--- config.mk ---
export PLATFORM = sky130hd
export DESIGN_NAME = dpg_top
export DESIGN_NICKNAME = d
export VERILOG_FILES = /design/src/dpg_pkg.sv /design/src/dpg_prescaler.sv /design/src/dpg_channel.sv /design/src/dpg_top.sv
export VERILOG_INCLUDE_DIRS = /design/src /design/src/src
export SDC_FILE = /design/constraint.sdc
export NUM_CORES = 1
export LEC_CHECK = 0
export BUFFER_PORTS_ARGS = -buffer_cell sky130_fd_sc_hd__buf_2
export CELL_PAD_IN_SITES_DETAIL_PLACEMENT = 0
export CELL_PAD_IN_SITES_GLOBAL_PLACEMENT = 1
export CORE_ASPECT_RATIO = 1.25
export CORE_UTILIZATION = 38
export DETAILED_ROUTE_END_ITERATION = 10
export PLACE_DENSITY_LB_ADDON = 0.3
export SYNTH_ARGS = -nofsm -noshare
export SYNTH_HDL_FRONTEND = slang
export SYNTH_SLANG_ARGS = --single-unit
--- constraint.sdc ---
create_clock -name hclk -period 2.6 [get_ports hclk]
set_clock_uncertainty 0.1 [all_clocks]
set_input_delay 0.52 -clock hclk [delete_from_list [all_inputs] [get_ports hclk]]
set_output_delay 0.52 -clock hclk [all_outputs]
set_load 0.01 [all_outputs]
--- src/dpg_regs.svh ---
`ifndef DPG_REGS_SVH
`define DPG_REGS_SVH

// register indexes; byte address is four times the index
`define DPG_IDX_PIN_FUNC    8'h9b
`define DPG_IDX_DUTY1       8'hb4
`define DPG_IDX_CTRL0       8'hd3
`define DPG_IDX_CTRL1       8'hd4
`define DPG_IDX_DUTY0       8'hb3
`define DPG_IDX_CNT0        8'hd5
`define DPG_IDX_CNT1        8'hd6
`define DPG_IDX_STATUS      8'hd7

// field positions
`define DPG_BIT_SDA_REL     7
`define DPG_BIT_SCL_REL     6
`define DPG_BIT_MOD1_ON     3
`define DPG_BIT_MOD0_ON     2
`define DPG_BIT_SHORT_RES   2
`define DPG_BIT_DIV_HI      1
`define DPG_BIT_DIV_LO      0

// writable bits and reset values
`define DPG_MASK_PIN_FUNC   8'hcc
`define DPG_MASK_CTRL       8'h07
`define DPG_RST_PIN_FUNC    8'h00
`define DPG_RST_CTRL        8'h00
`define DPG_RST_DUTY        8'h00

// counter limits
`define DPG_MAX_LONG        8'hff
`define DPG_MAX_SHORT       8'h1f

// prescaler terminal counts for divide by 4, 8, 16, 32
`define DPG_TC_DIV4         5'h03
`define DPG_TC_DIV8         5'h07
`define DPG_TC_DIV16        5'h0f
`define DPG_TC_DIV32        5'h1f

`endif

--- src/dpg_pkg.sv ---
package dpg_pkg;

  // data phase of the bus slave
  typedef enum logic [2:0] {
    DPG_PH_IDLE  = 3'b001,
    DPG_PH_WRITE = 3'b010,
    DPG_PH_READ  = 3'b100
  } dpg_phase_t;

  // modulator control register layout
  typedef struct packed {
    logic [4:0] unused;
    logic       short_resolution_select;
    logic       divider_select_hi;
    logic       divider_select_lo;
  } dpg_ctrl_t;

  // settings handed to one channel
  typedef struct packed {
    logic       enable;
    logic       duty_valid;
    dpg_ctrl_t  ctrl;
    logic [7:0] duty_value;
  } dpg_chan_cfg_t;

endpackage

--- src/dpg_prescaler.sv ---
`timescale 1ns/100ps
`default_nettype none
`include "dpg_regs.svh"

module dpg_prescaler (
  input  wire logic       hclk,
  input  wire logic       hresetn,
  input  wire logic       run,
  input  wire logic [1:0] div_sel,
  output logic            tick
);
  import dpg_pkg::*;

  logic [4:0] div_cnt_q;
  logic [4:0] div_cnt_d;
  logic [4:0] term_cnt;

  // terminal count from divider select
  always_comb begin
    unique case (div_sel)
      2'b00: term_cnt = `DPG_TC_DIV4;
      2'b01: term_cnt = `DPG_TC_DIV8;
      2'b10: term_cnt = `DPG_TC_DIV16;
      2'b11: term_cnt = `DPG_TC_DIV32;
    endcase
  end

  // one tick per divider period; held in reset while stopped
  always_comb begin
    tick      = run && (div_cnt_q >= term_cnt);
    div_cnt_d = div_cnt_q + 5'h01;
    if (!run || tick) begin
      div_cnt_d = 5'h00;
    end
  end

  always_ff @(posedge hclk or negedge hresetn) begin
    if (!hresetn) begin
      div_cnt_q <= 5'h00;
    end else begin
      div_cnt_q <= div_cnt_d;
    end
  end

endmodule // dpg_prescaler
`default_nettype wire

--- src/dpg_channel.sv ---
`timescale 1ns/100ps
`default_nettype none
`include "dpg_regs.svh"

module dpg_channel (
  input  wire logic                   hclk,
  input  wire logic                   hresetn,
  input  wire logic                   tick,
  input  wire dpg_pkg::dpg_chan_cfg_t cfg,
  output logic [7:0]                  count,
  output logic                        wave
);
  import dpg_pkg::*;

  logic [7:0] cnt_q;
  logic [7:0] cnt_d;
  logic       hit_q;
  logic       hit_d;
  logic       wave_q;
  logic       wave_d;
  logic [7:0] cnt_max;
  logic [7:0] cmp_val;
  logic       wrap;

  // counter, match latch and comparator
  always_comb begin
    cnt_max = cfg.ctrl.short_resolution_select ? `DPG_MAX_SHORT : `DPG_MAX_LONG;
    cmp_val = cfg.ctrl.short_resolution_select ? {3'h0, cfg.duty_value[4:0]} : cfg.duty_value;
    wrap    = tick && (cnt_q >= cnt_max);
    cnt_d   = cnt_q;
    if (!cfg.enable || wrap) begin
      cnt_d = 8'h00;
    end else if (tick) begin
      cnt_d = cnt_q + 8'h01;
    end
    // once equal, low until the next overflow
    // a match only counts once a duty value exists, so a late duty write takes hold at once
    hit_d = cfg.enable && cfg.duty_valid && !wrap && (hit_q || (cnt_q == cmp_val));
    // duty compared live, no shadow copy
    wave_d = cfg.enable && cfg.duty_valid && !hit_d
             && (cnt_d < cmp_val);
  end

  always_ff @(posedge hclk or negedge hresetn) begin
    if (!hresetn) begin
      cnt_q  <= 8'h00;
      hit_q  <= 1'b0;
      wave_q <= 1'b0;
    end else begin
      cnt_q  <= cnt_d;
      hit_q  <= hit_d;
      wave_q <= wave_d;
    end
  end

  assign count = cnt_q;
  assign wave  = wave_q;

endmodule // dpg_channel
`default_nettype wire

--- src/dpg_top.sv ---
// The implementer's own choice: the AHB-Lite slave port.
`timescale 1ns/100ps
`default_nettype none
`include "dpg_regs.svh"

module dpg_top (
  input  wire logic        hclk,
  input  wire logic        hresetn,
  input  wire logic        hsel,
  input  wire logic [31:0] haddr,
  input  wire logic [1:0]  htrans,
  input  wire logic        hwrite,
  input  wire logic [2:0]  hsize,
  input  wire logic [2:0]  hburst,
  input  wire logic [3:0]  hprot,
  input  wire logic [31:0] hwdata,
  input  wire logic        hready,
  output logic             hreadyout,
  output logic             hresp,
  output logic [31:0]      hrdata,
  input  wire logic        port1_pin2_latch,
  input  wire logic        port1_pin3_latch,
  output logic             port1_pin2_out,
  output logic             port1_pin3_out,
  output logic             serial_data_pin_release,
  output logic             serial_clock_pin_release
);
  import dpg_pkg::*;

  // bus phase tracking
  dpg_phase_t phase_q;
  dpg_phase_t phase_d;
  logic [7:0] widx_q;
  logic [7:0] widx_d;
  logic [31:0] rdata_q;
  logic [31:0] rdata_d;
  logic       addr_ok;
  logic       take;
  logic [7:0] aidx;

  // software registers
  logic [7:0] pin_func_q;
  logic [7:0] pin_func_d;
  dpg_ctrl_t  ctrl0_q;
  dpg_ctrl_t  ctrl0_d;
  dpg_ctrl_t  ctrl1_q;
  dpg_ctrl_t  ctrl1_d;
  logic [7:0] duty0_q;
  logic [7:0] duty0_d;
  logic [7:0] duty1_q;
  logic [7:0] duty1_d;
  logic [1:0] duty_seen_q;
  logic [1:0] duty_seen_d;
  logic [7:0] wbyte;
  logic       wr_pin_func;
  logic [1:0] wr_ctrl;
  logic [1:0] wr_duty;

  // channel side
  dpg_chan_cfg_t cfg [2];
  logic [1:0]    tick;
  logic [1:0]    wave;
  logic [7:0]    count [2];
  logic [1:0]    chan_on;
  logic [1:0]    latch;

  // pin drivers
  logic [1:0] pin_q;
  logic [1:0] pin_d;

  // burst and protection carry no meaning for single word registers
  logic unused_ok;
  assign unused_ok = &{1'b0, hburst, hprot, hsize, hwdata[31:8]};

  // address phase decode, zero wait state slave
  always_comb begin
    aidx    = haddr[9:2];
    addr_ok = (haddr[31:10] == 22'h000000) && (haddr[1:0] == 2'b00);
    take    = hsel && hready && htrans[1];
  end

  // next bus phase
  always_comb begin
    phase_d = DPG_PH_IDLE;
    widx_d  = widx_q;
    if (take) begin
      widx_d = addr_ok ? aidx : 8'h00;
      if (hwrite) begin
        phase_d = DPG_PH_WRITE;
      end else begin
        phase_d = DPG_PH_READ;
      end
    end
  end

  always_ff @(posedge hclk or negedge hresetn) begin
    if (!hresetn) begin
      phase_q <= DPG_PH_IDLE;
      widx_q  <= 8'h00;
    end else begin
      phase_q <= phase_d;
      widx_q  <= widx_d;
    end
  end

  // write strobes, live only in the data phase of a write; unmapped writes dropped
  always_comb begin
    wbyte       = hwdata[7:0];
    wr_pin_func = 1'b0;
    wr_ctrl     = 2'b00;
    wr_duty     = 2'b00;
    if (phase_q == DPG_PH_WRITE) begin
      unique case (widx_q)
        `DPG_IDX_PIN_FUNC: begin
          wr_pin_func = 1'b1;
        end
        `DPG_IDX_CTRL0: begin
          wr_ctrl[0] = 1'b1;
        end
        `DPG_IDX_CTRL1: begin
          wr_ctrl[1] = 1'b1;
        end
        `DPG_IDX_DUTY0: begin
          wr_duty[0] = 1'b1;
        end
        `DPG_IDX_DUTY1: begin
          wr_duty[1] = 1'b1;
        end
        default: begin
          wr_pin_func = 1'b0;  // no register behind this index
        end
      endcase
    end
  end

  // enable and release register; reserved bits stay zero
  always_comb begin
    pin_func_d = pin_func_q;
    if (wr_pin_func) begin
      pin_func_d = wbyte & `DPG_MASK_PIN_FUNC;
    end
  end

  always_ff @(posedge hclk or negedge hresetn) begin
    if (!hresetn) begin
      pin_func_q <= `DPG_RST_PIN_FUNC;
    end else begin
      pin_func_q <= pin_func_d;
    end
  end

  // control registers; bits 7:3 read back as zero
  always_comb begin
    ctrl0_d = ctrl0_q;
    ctrl1_d = ctrl1_q;
    if (wr_ctrl[0]) begin
      ctrl0_d = dpg_ctrl_t'(wbyte & `DPG_MASK_CTRL);
    end
    if (wr_ctrl[1]) begin
      ctrl1_d = dpg_ctrl_t'(wbyte & `DPG_MASK_CTRL);
    end
  end

  always_ff @(posedge hclk or negedge hresetn) begin
    if (!hresetn) begin
      ctrl0_q <= dpg_ctrl_t'(`DPG_RST_CTRL);
      ctrl1_q <= dpg_ctrl_t'(`DPG_RST_CTRL);
    end else begin
      ctrl0_q <= ctrl0_d;
      ctrl1_q <= ctrl1_d;
    end
  end

  // duty registers, and a flag per channel that a duty value has been written
  always_comb begin
    duty0_d     = duty0_q;
    duty1_d     = duty1_q;
    duty_seen_d = duty_seen_q | wr_duty;
    if (wr_duty[0]) begin
      duty0_d = wbyte;
    end
    if (wr_duty[1]) begin
      duty1_d = wbyte;
    end
  end

  always_ff @(posedge hclk or negedge hresetn) begin
    if (!hresetn) begin
      duty0_q     <= `DPG_RST_DUTY;
      duty1_q     <= `DPG_RST_DUTY;
      duty_seen_q <= 2'b00;
    end else begin
      duty0_q     <= duty0_d;
      duty1_q     <= duty1_d;
      duty_seen_q <= duty_seen_d;
    end
  end

  // read data of writable registers taken from next values so a read right after a write sees it
  always_comb begin
    rdata_d = 32'h00000000;
    if (take && !hwrite && addr_ok) begin
      unique case (aidx)
        `DPG_IDX_PIN_FUNC: rdata_d = {24'h000000, pin_func_d};
        `DPG_IDX_CTRL0:    rdata_d = {24'h000000, ctrl0_d};
        `DPG_IDX_CTRL1:    rdata_d = {24'h000000, ctrl1_d};
        `DPG_IDX_DUTY0:    rdata_d = {24'h000000, duty0_d};
        `DPG_IDX_DUTY1:    rdata_d = {24'h000000, duty1_d};
        `DPG_IDX_CNT0:     rdata_d = {24'h000000, count[0]};
        `DPG_IDX_CNT1:     rdata_d = {24'h000000, count[1]};
        `DPG_IDX_STATUS:   rdata_d = {28'h0000000, duty_seen_q, wave};
        default:           rdata_d = 32'h00000000;
      endcase
    end
  end

  always_ff @(posedge hclk or negedge hresetn) begin
    if (!hresetn) begin
      rdata_q <= 32'h00000000;
    end else begin
      rdata_q <= rdata_d;
    end
  end

  // always ready, always okay
  assign hreadyout = 1'b1;
  assign hresp     = 1'b0;
  assign hrdata    = rdata_q;

  // channel settings from the registers
  always_comb begin
    chan_on[0]        = pin_func_q[`DPG_BIT_MOD0_ON];
    chan_on[1]        = pin_func_q[`DPG_BIT_MOD1_ON];
    cfg[0].enable     = chan_on[0];
    cfg[0].duty_valid = duty_seen_q[0];
    cfg[0].ctrl       = ctrl0_q;
    cfg[0].duty_value = duty0_q;
    cfg[1].enable     = chan_on[1];
    cfg[1].duty_valid = duty_seen_q[1];
    cfg[1].ctrl       = ctrl1_q;
    cfg[1].duty_value = duty1_q;
    latch             = {port1_pin3_latch, port1_pin2_latch};
  end

  // two independent modulators, nothing shared but the clock and reset
  generate
    for (genvar ch = 0; ch < 2; ch++) begin : g_chan
      dpg_prescaler u_pre (
        .hclk    (hclk),
        .hresetn (hresetn),
        .run     (cfg[ch].enable),
        .div_sel ({cfg[ch].ctrl.divider_select_hi, cfg[ch].ctrl.divider_select_lo}),
        .tick    (tick[ch])
      );

      dpg_channel u_chan (
        .hclk    (hclk),
        .hresetn (hresetn),
        .tick    (tick[ch]),
        .cfg     (cfg[ch]),
        .count   (count[ch]),
        .wave    (wave[ch])
      );

      // pin follows latch when off; latch low lets the wave through
      always_comb begin
        if (chan_on[ch]) begin
          pin_d[ch] = latch[ch] | wave[ch];
        end else begin
          pin_d[ch] = latch[ch];
        end
      end
    end
  endgenerate

  // registered pin drive
  always_ff @(posedge hclk or negedge hresetn) begin
    if (!hresetn) begin
      pin_q <= 2'b00;
    end else begin
      pin_q <= pin_d;
    end
  end

  // modulator pins and serial pin release; no interrupt output exists
  assign port1_pin2_out           = pin_q[0];
  assign port1_pin3_out           = pin_q[1];
  assign serial_data_pin_release  = pin_func_q[`DPG_BIT_SDA_REL];
  assign serial_clock_pin_release = pin_func_q[`DPG_BIT_SCL_REL];

endmodule // dpg_top
`default_nettype wire

==> impl_metrics.toml <==
[setup_path]
critical_path_class = "reg -> reg"
r2r_end = "g_chan[0].u_chan.wave"
worstRegToRegCells = 15
crit_required_ps = 2760
crit_path_max_incr_delay_ps = 400
reg2reg_slack_ps = -260
arrival_ps = 3020
r2r-start = "cfg[27]"
worstPathCellList = "buf_4 -> nand2_1 -> ha_1 -> o21a_1 -> o31ai_4 -> nor3_2 -> xnor2_1 -> nor2_1 -> ha_1 -> a21oi_1 -> nor2b_1 -> o21ai_1 -> and4b_1 -> o21ai_1 -> a211oi_1"
crit_slowest_cell = "dfrtp_1"
critical_path.max_fanout = 6
cp-start-kind = "flip-flop"
critPathBufInv = 1
end_kind = "flip-flop"
crit_family = "compound AO/OA/AOI/OAI gates"

[cells_and_area]
drive_above_1_share_pct = 32.0
nNetsFinal = 745
fillCellCount = 1295
post-route-util_pct = 48.0
seq_area_mm2 = 0.00233
diodes = 0
synthToLayoutAreaGrowth_pct = 23.6
multi_input_area_mm2 = 0.00292

[global_route]
grt_pass1_wl_um = 22900
antenna_found_initial = 0
first_global_vias = 4463
overflow = 0
grt_max_degree = 40
grt_usage_pct = 20.8

[timing]
slew_viol_final = 0
hold_viol = 0
rsz0062_at_grt = "yes"
fin_crit_ps = 2860
fmax_ghz = 0.349
setup_viol_count_final = 2
finalSetupTns_ps = -324
fin_crit_sh_pct = 110
slew_headroom_pct = 65.1
whs_ps = 246
tightest_slew_ps = 523
finalWorstSetupSlack_ps = -262

[power]
irDropWorstVdd_mv = 0.241
p_leak_nw = 3.05
p_per_area_mw_per_mm2 = 496

[logic_synthesis]
syn_avg_cell_area_um2 = 10.3
synthTopCellsByCount = "92 x dfrtp_1, 45 x nand2_1, 43 x nor2_1"
async_flop_share_pct = 100
syn_inst = 518
yosysSeqAreaShare_pct = 43.6
yosysWarnings = 0
synth.distinct_cells = 63
synth_ff_type = "dfrtp_1"
synthMostInstantiatedCell = "dfrtp_1"
synth_area_leader_cell = "dfrtp_1"
synth_area_leaders = "dfrtp_1 43%, ha_1 7.0%, mux2_2 5.9%, buf_4 3.8%, nand2_1 3.2%"
netlist_area_mm2 = 0.00534
ys_ff_latch = 93
synth_edf_count = 0
synth_top_area_share_pct = 43.1

[place]
dp_hpwl_um = 10500
portBuffers = 59
dp_slack_ps = -413
place_congestion = 0.852

[run_status]
status = "complete, but fails checks"
violations = "setup timing"

[die]
die_width_um = 108
row_count = 48
core_mm2 = 0.0138
initial_core_util_pct = 38.8
io_pins = 121
die_h_um = 135
die_area_mm2 = 0.0145

[worst_hold_path]
hold-path-endpoint = "phase_q[2]"
hp-start = "hwrite"
holdCritPathClass = "in -> reg"
hold_depth = 2

[clock_tree]
cts.sinks = 93
numCtsBuffers = 9
clk_pin_slew_ps = 70
tritoncts = "yes"
clock-root-buffer = "clkbuf_16"
htree_levels = 3
clkLatencyLatePin_ps = 350
clk_path_buf_depth = 2

[route]
routed_via_density = 5.23
firstDrtPassIters = 6
final_antenna_net_count = 0
routedWlPerCell_um = 16.9
via_count = 4249
drc = 0
first_iter_violations = 176
wirelength_um = 13700

[flow_run]
cap_violations = 0
[where the power goes]
group	switching, mW	total [mW]	internal (mW)	leakage, nW
Sequential	0.0285	1.51	1.48	1.23
Clock	0.587	1.46	0.872	0.156
Combinational	0.175	0.309	0.134	1.67
Total	0.790	3.28	2.49	3.05
[layer usage]
layer,part of all wire (%),global-route usage [%],wire length [um],vias to the layer above
met3,4.5,3.14,618,23
met5,0,0,0,-
li1,-,-,-,2027
met1,41,25.3,5610,2069
met4,2.7,8.75,365,0
met2,52,36.4,7150,130
[worst max path at each step]
stage	slack [ps]	cells after the start	to	from
final	-260	15	g_chan[0].u_chan.wave	cfg[27]
after floorplan	-110	15	g_chan[0].u_chan.wave	cfg[27]
after detailed placement	-410	15	g_chan[0].u_chan.wave	cfg[27]
after CTS	-250	15	g_chan[0].u_chan.wave	cfg[27]
after global routing	-510	15	g_chan[0].u_chan.wave	cfg[27]
after global placement	-420	15	g_chan[0].u_chan.wave	cfg[27]
[placed cells by master, fill, tap and decap left out, types with 14 or more instances in the layout]
| cell type | Yosys | final |
|---|---|---|
| a21oi_1 | 18 | 14 |
| mux2_2 | 28 | 28 |
| buf_4 | 27 | 56 |
| buf_2 | 2 | 58 |
| o21ai_0 | 22 | 14 |
| conb_1 | 2 | 26 |
| inv_1 | 15 | 15 |
| dfrtp_1 | 92 | 92 |
| nor2_1 | 43 | 41 |
| xnor2_1 | 14 | 14 |
| nand2_1 | 45 | 45 |
| a22oi_1 | 16 | 16 |
| xor2_1 | 17 | 17 |
| ha_1 | 30 | 28 |
[registers in the layout (all words and copies together) (netlist names)]
name / cells
cfg: 16
g_chan.u_chan.count: 16
g_chan.u_pre.div_cnt_q: 10
duty0_q: 8
duty1_q: 8
hrdata: 8
pin_func_q: 8
widx_q: 8
phase_q: 3
duty_seen_q: 2
g_chan.u_chan.hit_q: 2
g_chan.u_chan.wave: 2
pin_q: 2
[final cells by class]
cell class,instances,area share [%]
clock buffers,11,3.68
multi-input cells,396,44.3
inverters,15,0.853
well taps,175,3.32
clock inverters,5,1.23
repair buffers,117,11.4
flip-flops and latches,93,35.3
[logic make-up after synthesis]
group                      share of synthesized area (%)
buffers and inverters                               6.14
DFF                                                 43.6
other                                              0.141
xor gates and xnor gates                            5.08
muxes                                               6.84
and+or+nand+nor                                     19.9
adders and majority gates                           7.03
AOI/OAI and AO/OA                                   11.3
[through the flow]
| step | instances | total power [mW] | instance area [um^2] |
|---|---|---|---|
| after floorplan | 542 | 1.70 | 5460 |
| after global placement | 792 | 1.82 | 6120 |
| after detailed placement | 792 | 1.83 | 6120 |
| after CTS | 812 | 3.30 | 6590 |
| after global routing | 812 | 3.39 | 6600 |
| final | 812 | 3.28 | 6600 |
[repair_timing]
action                     CTS  global route
buffers inserted             3             0
gates resized for setup     25             2
hold buffers                 1             0
hold endpoints to repair     3             0
pin swaps                   21             2
setup endpoints to repair    2             2
No activity file was read; power rests on OpenSTA's default activity.
